[src/design/tap_cfg.svh]
// Register offsets, protection masks, reset values and timing counts
// Functional notes
// - Key AAh then 55h at C7h arms
// - Window stays open three machine cycles
// - Protect port 4/6 bits 5-0, port 5 bits 2-0
// - Protect address control bits 5 to 0
// - Protect watchdog bits 6, 3, 1, 0
// - Protect CAN reset and clock-output fields
// - Protect memory control chip-enable, write-protect bits
// - Protect buffer flush, size and bandgap select
// - Mode 00 16-bit, 01 paged, 1x contiguous
// - Mode resets contiguous with ROM, else 16-bit
// - 16-bit mode limits memory to 64 kB
// - Special bits reset only on certain sources
`ifndef TAP_CFG_SVH
`define TAP_CFG_SVH
`define ADDR_EXT_INTERRUPT_FLAGS     8'h91
`define ADDR_P4       8'h92
`define ADDR_ADDRESS_CONTROL     8'h9d
`define ADDR_P5       8'ha2
`define ADDR_CAN      8'ha3
`define ADDR_P6       8'hb2
`define ADDR_MEMORY_CHIP_ENABLE_CTRL     8'hc6
`define ADDR_KEY      8'hc7
`define ADDR_COR      8'hce
`define ADDR_UPPER_CHIP_ENABLE_CTRL    8'hd6
`define ADDR_WRITE_PROTECT_CTRL    8'hd7
`define ADDR_WATCHDOG_CONTROL    8'hd8
`define ADDR_EBS      8'he5
`define KEY_FIRST     8'haa
`define KEY_SECOND    8'h55
`define MASK_EXT_INTERRUPT_FLAGS     8'h01
`define MASK_P4       8'h3f
`define MASK_ADDRESS_CONTROL     8'h3f
`define MASK_P5       8'h07
`define MASK_CAN      8'h08
`define MASK_P6       8'h3f
`define MASK_MEMORY_CHIP_ENABLE_CTRL     8'h2f
`define MASK_COR      8'h9f
`define MASK_UPPER_CHIP_ENABLE_CTRL    8'h0f
`define MASK_WRITE_PROTECT_CTRL    8'h7f
`define MASK_WATCHDOG_CONTROL    8'h4b
`define MASK_EBS      8'h9f
`define SPECIAL_EXT_INTERRUPT_FLAGS  8'h0e
`define SPECIAL_ADDRESS_CONTROL  8'h08
`define SPECIAL_WATCHDOG_CONTROL 8'h54
`define RST_EXT_INTERRUPT_FLAGS      8'h00
`define RST_P4        8'hff
`define RST_ADDRESS_CONTROL      8'hc0
`define RST_P5        8'h80
`define RST_CAN       8'h09
`define RST_P6        8'h00
`define RST_MEMORY_CHIP_ENABLE_CTRL      8'hf0
`define RST_COR       8'h60
`define RST_UPPER_CHIP_ENABLE_CTRL     8'h30
`define RST_WRITE_PROTECT_CTRL     8'h00
`define RST_WATCHDOG_CONTROL     8'h00
`define RST_EBS       8'h60
`define MODE_CONTIG   2'b10
`define MODE_16BIT    2'b00
`define WINDOW_CYCLES 2'd3
`define MEM_16BIT_LIMIT 24'h00ffff
`endif

[src/design/tap_pkg.sv]
// Types shared by the protection unit
package tap_pkg;
    typedef enum logic [1:0] {
        mode_16bit,
        mode_paged,
        mode_contiguous
    } address_mode_type;
    typedef enum logic [1:0] {
        key_idle,
        key_half,
        key_open
    } key_state_type;
endpackage

[src/design/tap_window.sv]
// Unlock key sequencer and access window timer
`timescale 1ns/10ps
`include "tap_cfg.svh"
module tap_window (
    input  wire logic       clk,
    input  wire logic       reset,
    input  wire logic       cycle_tick,
    input  wire logic       wr_en,
    input  wire logic [7:0] wr_addr,
    input  wire logic [7:0] wr_data,
    output tap_pkg::key_state_type state,
    output logic            window_open
);
    import tap_pkg::*;
    logic [1:0] remaining;
    logic       key_write;
    logic       other_write;

    assign key_write   = wr_en && (wr_addr == `ADDR_KEY);
    assign other_write = wr_en && (wr_addr != `ADDR_KEY);
    assign window_open = (state == key_open);

    always_ff @(posedge clk) begin
        if (reset) begin
            state     <= key_idle;
            remaining <= 2'd0;
        end else begin
            case (state)
                key_idle: begin
                    if (key_write && wr_data == `KEY_FIRST) begin
                        state <= key_half;
                    end
                end
                key_half: begin
                    if (key_write && wr_data == `KEY_SECOND) begin
                        state     <= key_open;
                        remaining <= `WINDOW_CYCLES;
                    end else if (key_write && wr_data == `KEY_FIRST) begin
                        state <= key_half;
                    end else if (wr_en) begin
                        state <= key_idle;
                    end
                end
                key_open: begin
                    // One write to any non-key address consumes the window
                    if (other_write) begin
                        state <= key_idle;
                    end else if (key_write) begin
                        state <= (wr_data == `KEY_FIRST) ? key_half : key_idle;
                    end else if (cycle_tick) begin
                        if (remaining == 2'd1) begin
                            state <= key_idle;
                        end
                        remaining <= remaining - 2'd1;
                    end
                end
                default: state <= key_idle;
            endcase
        end
    end
endmodule

[src/design/timed_access_protection.sv]
// Register bank guarded by the timed-access unlock window
`timescale 1ns/10ps
`include "tap_cfg.svh"
module timed_access_protection #(
    parameter int CYCLE_DIV = 4
) (
    input  wire logic        clk,
    input  wire logic        reset,
    input  wire logic        power_on_reset,
    input  wire logic        rom_enabled,
    input  wire logic        wr_en,
    input  wire logic [7:0]  wr_addr,
    input  wire logic [7:0]  wr_data,
    input  wire logic        rd_en,
    input  wire logic [7:0]  rd_addr,
    input  wire logic [23:0] mem_addr,
    output logic [7:0]       rd_data,
    output logic             rd_hit,
    output logic             window_open,
    output logic [7:0]       ext_interrupt_flags,
    output logic [7:0]       port4_pin_config,
    output logic [7:0]       address_control,
    output logic [7:0]       port5_pin_config,
    output logic [7:0]       can0_control,
    output logic [7:0]       port6_pin_config,
    output logic [7:0]       memory_chip_enable_ctrl,
    output logic [7:0]       clock_output_config,
    output logic [7:0]       upper_chip_enable_ctrl,
    output logic [7:0]       write_protect_ctrl,
    output logic [7:0]       watchdog_control,
    output logic [7:0]       ethernet_buffer_size_cfg,
    output tap_pkg::address_mode_type address_mode,
    output logic             mem_addr_ok
);
    import tap_pkg::*;

    localparam int NREG = 12;
    localparam logic [7:0] ADDRS [NREG] = '{
        `ADDR_EXT_INTERRUPT_FLAGS, `ADDR_P4, `ADDR_ADDRESS_CONTROL, `ADDR_P5, `ADDR_CAN, `ADDR_P6,
        `ADDR_MEMORY_CHIP_ENABLE_CTRL, `ADDR_COR, `ADDR_UPPER_CHIP_ENABLE_CTRL, `ADDR_WRITE_PROTECT_CTRL, `ADDR_WATCHDOG_CONTROL, `ADDR_EBS};
    localparam logic [7:0] MASKS [NREG] = '{
        `MASK_EXT_INTERRUPT_FLAGS, `MASK_P4, `MASK_ADDRESS_CONTROL, `MASK_P5, `MASK_CAN, `MASK_P6,
        `MASK_MEMORY_CHIP_ENABLE_CTRL, `MASK_COR, `MASK_UPPER_CHIP_ENABLE_CTRL, `MASK_WRITE_PROTECT_CTRL, `MASK_WATCHDOG_CONTROL, `MASK_EBS};
    localparam logic [7:0] RSTS [NREG] = '{
        `RST_EXT_INTERRUPT_FLAGS, `RST_P4, `RST_ADDRESS_CONTROL, `RST_P5, `RST_CAN, `RST_P6,
        `RST_MEMORY_CHIP_ENABLE_CTRL, `RST_COR, `RST_UPPER_CHIP_ENABLE_CTRL, `RST_WRITE_PROTECT_CTRL, `RST_WATCHDOG_CONTROL, `RST_EBS};
    localparam logic [7:0] SPECIALS [NREG] = '{
        `SPECIAL_EXT_INTERRUPT_FLAGS, 8'h00, `SPECIAL_ADDRESS_CONTROL, 8'h00, 8'h00, 8'h00,
        8'h00, 8'h00, 8'h00, 8'h00, `SPECIAL_WATCHDOG_CONTROL, 8'h00};

    logic [7:0]    regs [NREG];
    logic [7:0]    div_count;
    logic          cycle_tick;

    // Machine-cycle enable from the system clock
    always_ff @(posedge clk) begin
        if (reset) begin
            div_count <= 8'h00;
        end else if (div_count == 8'(CYCLE_DIV - 1)) begin
            div_count <= 8'h00;
        end else begin
            div_count <= div_count + 8'h01;
        end
    end
    assign cycle_tick = (div_count == 8'(CYCLE_DIV - 1));

    tap_window u_window (
        .clk         (clk),
        .reset       (reset),
        .cycle_tick  (cycle_tick),
        .wr_en       (wr_en),
        .wr_addr     (wr_addr),
        .wr_data     (wr_data),
        .state       (),
        .window_open (window_open)
    );

    function automatic logic [7:0] merge_write(input logic [7:0] old_val,
                                               input logic [7:0] new_val,
                                               input logic [7:0] mask,
                                               input logic       open);
        logic [7:0] keep;
        keep = open ? 8'h00 : mask;
        merge_write = (old_val & keep) | (new_val & ~keep);
    endfunction

    genvar gi;
    generate
        for (gi = 0; gi < NREG; gi++) begin : g_reg
            always_ff @(posedge clk) begin
                if (reset) begin
                    // Special bits keep value unless power-on reset
                    if (power_on_reset) begin
                        regs[gi] <= RSTS[gi];
                    end else begin
                        regs[gi] <= (regs[gi] & SPECIALS[gi]) |
                                    (RSTS[gi] & ~SPECIALS[gi]);
                    end
                    if (ADDRS[gi] == `ADDR_ADDRESS_CONTROL) begin
                        regs[gi][1:0] <= rom_enabled ? `MODE_CONTIG
                                                     : `MODE_16BIT;
                    end
                end else if (wr_en && wr_addr == ADDRS[gi]) begin
                    regs[gi] <= merge_write(regs[gi], wr_data, MASKS[gi],
                                            window_open);
                end
            end
        end
    endgenerate

    assign ext_interrupt_flags      = regs[0];
    assign port4_pin_config         = regs[1];
    assign address_control          = regs[2];
    assign port5_pin_config         = regs[3];
    assign can0_control             = regs[4];
    assign port6_pin_config         = regs[5];
    assign memory_chip_enable_ctrl  = regs[6];
    assign clock_output_config      = regs[7];
    assign upper_chip_enable_ctrl   = regs[8];
    assign write_protect_ctrl       = regs[9];
    assign watchdog_control         = regs[10];
    assign ethernet_buffer_size_cfg = regs[11];

    always_comb begin
        if (address_control[1]) begin
            address_mode = mode_contiguous;
        end else if (address_control[0]) begin
            address_mode = mode_paged;
        end else begin
            address_mode = mode_16bit;
        end
    end

    assign mem_addr_ok = (address_mode != mode_16bit) ||
                         (mem_addr <= `MEM_16BIT_LIMIT);

    // Registered read port; key register reads as its reset value
    always_ff @(posedge clk) begin
        if (reset) begin
            rd_data <= 8'h00;
            rd_hit  <= 1'b0;
        end else begin
            rd_data <= 8'h00;
            rd_hit  <= 1'b0;
            if (rd_en) begin
                if (rd_addr == `ADDR_KEY) begin
                    rd_data <= 8'hff;
                    rd_hit  <= 1'b1;
                end else begin
                    for (int i = 0; i < NREG; i++) begin
                        if (rd_addr == ADDRS[i]) begin
                            rd_data <= regs[i];
                            rd_hit  <= 1'b1;
                        end
                    end
                end
            end
        end
    end
endmodule

[config.mk]
export PLATFORM = sky130hd
export DESIGN_NAME = timed_access_protection
export DESIGN_NICKNAME = d
export VERILOG_FILES = /design/src/design/tap_pkg.sv /design/src/design/tap_window.sv /design/src/design/timed_access_protection.sv
export VERILOG_INCLUDE_DIRS = /design/src /design/src/design
export SDC_FILE = /design/constraint.sdc
export NUM_CORES = 1
export LEC_CHECK = 0
export ABC_AREA = 0
export ABC_CLOCK_PERIOD_IN_PS = 2300
export BUFFER_PORTS_ARGS = -buffer_cell sky130_fd_sc_hd__buf_2
export CORE_MARGIN = 2
export CORE_UTILIZATION = 54
export CTS_CLUSTER_SIZE = 16
export DETAILED_ROUTE_END_ITERATION = 10
export PLACE_DENSITY = 0.78
export SLEW_MARGIN = 20
export SYNTH_ARGS = -nofsm -noshare
export SYNTH_HDL_FRONTEND = slang
export SYNTH_HIERARCHICAL = 1
export SYNTH_SLANG_ARGS = --single-unit
[constraint.sdc]
create_clock -name clk -period 2.3 [get_ports clk]
set_input_delay 0.345 -clock clk [delete_from_list [all_inputs] [get_ports clk]]
set_output_delay 0.345 -clock clk [all_outputs]
set_load 0.01 [all_outputs]
==> impl_table.tex <==
\begin{tabular}{lr}
\hline
Metric & Value \\
\hline
\multicolumn{2}{l}{\textbf{Status}} \\
Outcome & finished, final reports clean \\
\multicolumn{2}{l}{\textbf{STA}} \\
Max Slew Vio Count & 0 \\
Setup repair after global routing missed its margin & no \\
Ratio of final minimum period to clock period & 0.935 \\
Number of setup violations in the final report & 0 \\
Slew headroom & 0.541 \\
Maximum clock frequency & 465 MHz \\
Worst hold slack & 0.236 ns \\
Post-layout minimum cycle time & 2.15 ns \\
Number of hold-slack violations in the final timing report & 0 \\
Final worst clock skew & roughly 0.0057 ns \\
Actual transition at the worst max-transition pin & $\sim$0.69 ns \\
TNS Setup & 0 ns \\
\multicolumn{2}{l}{\textbf{Critical path}} \\
Element type at the critical path start & register \\
Critical Path Sink Type & register \\
Required time at the endpoint of the critical path & 2.65 ns \\
Library cell contributing the largest single delay on the critical path & sky130\_fd\_sc\_hd\_\_or4b\_1 \\
Worst Path Max Fanout & 4 \\
Cell breakdown of the critical path & ha\_1 > or4b\_1 > nor4\_1 > buf\_4 > a21boi\_0 > o21ba\_2 > o22ai\_2 > mux2i\_1 \\
Path type of the worst setup path & register to register \\
Stage delay of the slowest cell on the critical path & roughly 0.47 ns \\
Crit path DAT & about 2.5 ns \\
R2R setup slack & 0.15 ns \\
\multicolumn{2}{l}{\textbf{Placement}} \\
Final estimated routing congestion in global placement & just under 1 \\
Post-Place Cells & between 900 and 1000 \\
Port buffer count & 146 \\
Placement-stage cell area & between 7000 and 8000 um\^{}2 \\
HPWL reported at the end of detailed placement & roughly 17 mm \\
\multicolumn{2}{l}{\textbf{Synth}} \\
Biggest area consumer among synthesized cells & sky130\_fd\_sc\_hd\_\_edfxtp\_1 \\
Leading post-synthesis cells by instance count & sky130\_fd\_sc\_hd\_\_edfxtp\_1 (96), sky130\_fd\_sc\_hd\_\_nand2b\_1 (68), sky130\_fd\_sc\_hd\_\_a21oi\_1 (63) \\
Main synth FF type & sky130\_fd\_sc\_hd\_\_edfxtp\_1 \\
Mapped Cells & $\sim$620 \\
Largest cells by area after synthesis & sky130\_fd\_sc\_hd\_\_edfxtp\_1 (45\%), sky130\_fd\_sc\_hd\_\_nand2b\_1 (6.7\%), sky130\_fd\_sc\_hd\_\_dfxtp\_1 (6.6\%), sky130\_fd\_sc\_hd\_\_a21oi\_1 (4.9\%), sky130\_fd\_sc\_hd\_\_nor2\_1 (2.5\%) \\
Mean area per synthesized cell & just over 10 um\^{}2 \\
Area share of the largest cell type after synthesis & 0.451 \\
Synth Cell Area & approximately 6400 um\^{}2 \\
Number of nets in the synthesized netlist & around 680 \\
Library cells used by synthesis & between 70 and 80 \\
\#FFs+latches synth & between 100 and 150 \\
Sequential area share after synthesis & 0.517 \\
Post-synth ARST share & 0 \\
Most frequent cell after synthesis & sky130\_fd\_sc\_hd\_\_edfxtp\_1 \\
Post-synth EDFFs & 96 \\
Warning count from the yosys run & 6 \\
\multicolumn{2}{l}{\textbf{Routing}} \\
Number of iterations in the first detailed-routing pass & 5 \\
\# DRC & 0 \\
Wire per inst & between 20 and 25 um \\
Total number of vias & roughly 6100 \\
Post-route antenna net violation count & 0 \\
Wire length reported by the detailed router & between 20 and 25 mm \\
First-iteration detailed-routing DRC count & around 630 \\
Detailed-route vias per instance & $\sim$6.4 \\
\multicolumn{2}{l}{\textbf{Die}} \\
Area of the core & about 11000 um\^{}2 \\
Cell row count & 39 \\
Die Wd & between 100 and 150 um \\
Initial cell density of the core & 0.557 \\
Number of ports placed on the die boundary & between 150 and 200 \\
Vert. Die Dim & between 100 and 150 um \\
Total die area & about 13000 um\^{}2 \\
\multicolumn{2}{l}{\textbf{Global routing}} \\
Met1 track utilization from global routing & 0.467 \\
Pin count of the biggest net entering global routing & 45 \\
Total global routing overflow & 0 \\
Met2 global-route usage & 0.552 \\
Wire length of the first global-routing pass & 33.2 mm \\
Antenna violations before repair & 0 \\
Tot GR Track Use & 0.347 \\
Peak-usage layer in the global routing report & met2 \\
Number of global-route vias before repair & around 5700 \\
GRT met3 Usage & 0.0653 \\
\multicolumn{2}{l}{\textbf{Cells and area}} \\
Finished Layout Cells & $\sim$950 \\
Final standard cell area without fillers & 8110 um\^{}2 \\
Finished Core Util & 0.707 \\
Fraction of layout cells with a size suffix above 1 & 0.305 \\
Inserted Diodes & 0 \\
Synthesis-to-layout area growth & 26.8\% \\
Net count of the finished layout & about 850 \\
\multicolumn{2}{l}{\textbf{CTS}} \\
Clk buf depth & 2 \\
CTS Root Buffer Type & sky130\_fd\_sc\_hd\_\_clkbuf\_16 \\
CTS Hold Buffers Added & 0 \\
Clock network latency to the later pin of the worst-skew pair & around 0.42 ns \\
H-tree depth reported by CTS & 4 \\
Post-CTS setup repair buffer count & 0 \\
Clock tree from TritonCTS & done \\
CTS clock-pin slew for the worst setup and hold paths & 0.06 ns \\
Cts bufs inserted & 17 \\
\# clock sinks & between 100 and 150 \\
\multicolumn{2}{l}{\textbf{Run}} \\
Total of max-cap violations & 0 \\
\multicolumn{2}{l}{\textbf{Worst hold path}} \\
Worst min-delay path class & primary input to register \\
\multicolumn{2}{l}{\textbf{Power and ir drop}} \\
Static leakage power & between 3 and 4 nW \\
Worst supply voltage drop on vdd & approximately 0.54 mV \\
Pwr/cell area & around 690 nW/um\^{}2 \\
\hline
\end{tabular}
==> through the flow <==
stage	setup slack (ns)	total power, mW
3_5_place_dp	0.0828	2.94
2_1_floorplan	0.288	2.69
3_3_place_gp	0.124	2.92
4_1_cts	0.0914	5.57
5_1_grt	0.0673	5.70
6_report	0.150	5.57
==> cells by family (layout without fill, tap and decap cells) <==
| group | count (synthesis) | in the layout | share of synthesized area |
|---|---|---|---|
| buf+inv | 47 | 235 | 0.0307 |
| compound gates | 147 | 147 | 0.149 |
| flops | 117 | 117 | 0.517 |
| fa+ha+maj | 6 | 6 | 0.0117 |
| simple gates | 283 | 283 | 0.265 |
| xor+xnor | 8 | 8 | 0.0110 |
| mux | 10 | 10 | 0.0161 |
==> critical path: cells and delay by family, from the launching register on <==
| family | cells | cell delay [ns] |
|---|---|---|
| multiplexers | 1 | 0.19 |
| adder cells (fa/ha/maj) | 1 | 0.22 |
| flip-flops | 1 | 0.37 |
| buffers and inverters | 1 | 0.18 |
| AND/OR/NAND/NOR | 2 | 0.69 |
| AO/OA/AOI/OAI | 3 | 0.44 |
==> layout make-up <==
type	count	area, um^2
tap	143	179
timing repair buffer	189	1070
fill	887	3360
multi-input combinational	454	2890
clock buffer	25	561
inverter	14	52.6
sequential	117	3300
clock inverter	7	51.3
==> cell usage in the layout, fill, tap and decap left out, types with 8 or more instances in the layout <==
cell type	n
sky130_fd_sc_hd__or2_2	10
sky130_fd_sc_hd__clkbuf_16	21
sky130_fd_sc_hd__nand2_1	40
sky130_fd_sc_hd__nand2b_1	68
sky130_fd_sc_hd__buf_2	146
sky130_fd_sc_hd__o221ai_1	9
sky130_fd_sc_hd__edfxtp_1	96
sky130_fd_sc_hd__and2_1	15
sky130_fd_sc_hd__nor2_1	42
sky130_fd_sc_hd__inv_1	12
sky130_fd_sc_hd__nand3_1	22
sky130_fd_sc_hd__nor4_1	9
sky130_fd_sc_hd__nor2b_1	14
sky130_fd_sc_hd__o211ai_1	8
sky130_fd_sc_hd__nand4_1	8
sky130_fd_sc_hd__o21ai_0	18
sky130_fd_sc_hd__dfxtp_1	21
sky130_fd_sc_hd__buf_4	42
sky130_fd_sc_hd__nor3_1	8
sky130_fd_sc_hd__a21oi_1	63
sky130_fd_sc_hd__mux2i_1	8
==> flip-flops by register name, indices dropped and copies added, names as in the netlist, named ones only <==
| register | flops |
|---|---|
| u_window/state | 2 |
| u_window/remaining | 2 |
| rd_hit | 1 |
| div_count | 8 |
| regs | 94 |
| rd_data | 8 |
==> power by group <==
part / switching, mW / total [mW] / internal [mW]
combinational: 0.287 / 0.461 / 0.175
clock: 0.971 / 2.67 / 1.70
sequential: 0.0771 / 2.44 / 2.37
==> metal layers <==
layer | wire (um) | part of all wire | vias up
met1 | 8890 | 0.40 | 2920
met4 | 733 | 0.033 | 0
met5 | 0 | 0 | -
met3 | 2060 | 0.093 | 55
li1 | - | - | 2685
met2 | 10400 | 0.47 | 391
==> worst paths after layout <==
check / start / to / depth (start not counted)
setup / recovery: div_count[0]$_SDFF_PP0_ / u_window/state[1]$_SDFFE_PP0P_ / 8
hold / removal: rom_enabled / register / 3
setup reg to reg: div_count[0]$_SDFF_PP0_ / u_window/state[1]$_SDFFE_PP0P_ / 8
hold reg to reg: div_count[0]$_SDFF_PP0_ / div_count[0]$_SDFF_PP0_ / 1
==> timing repair <==
item / CTS / global route
endpoints found under the setup margin: 0 / 1
resized for setup: 0 / 1
endpoints found under the hold margin: 0 / 0
Power figures use the tool's default switching activity.
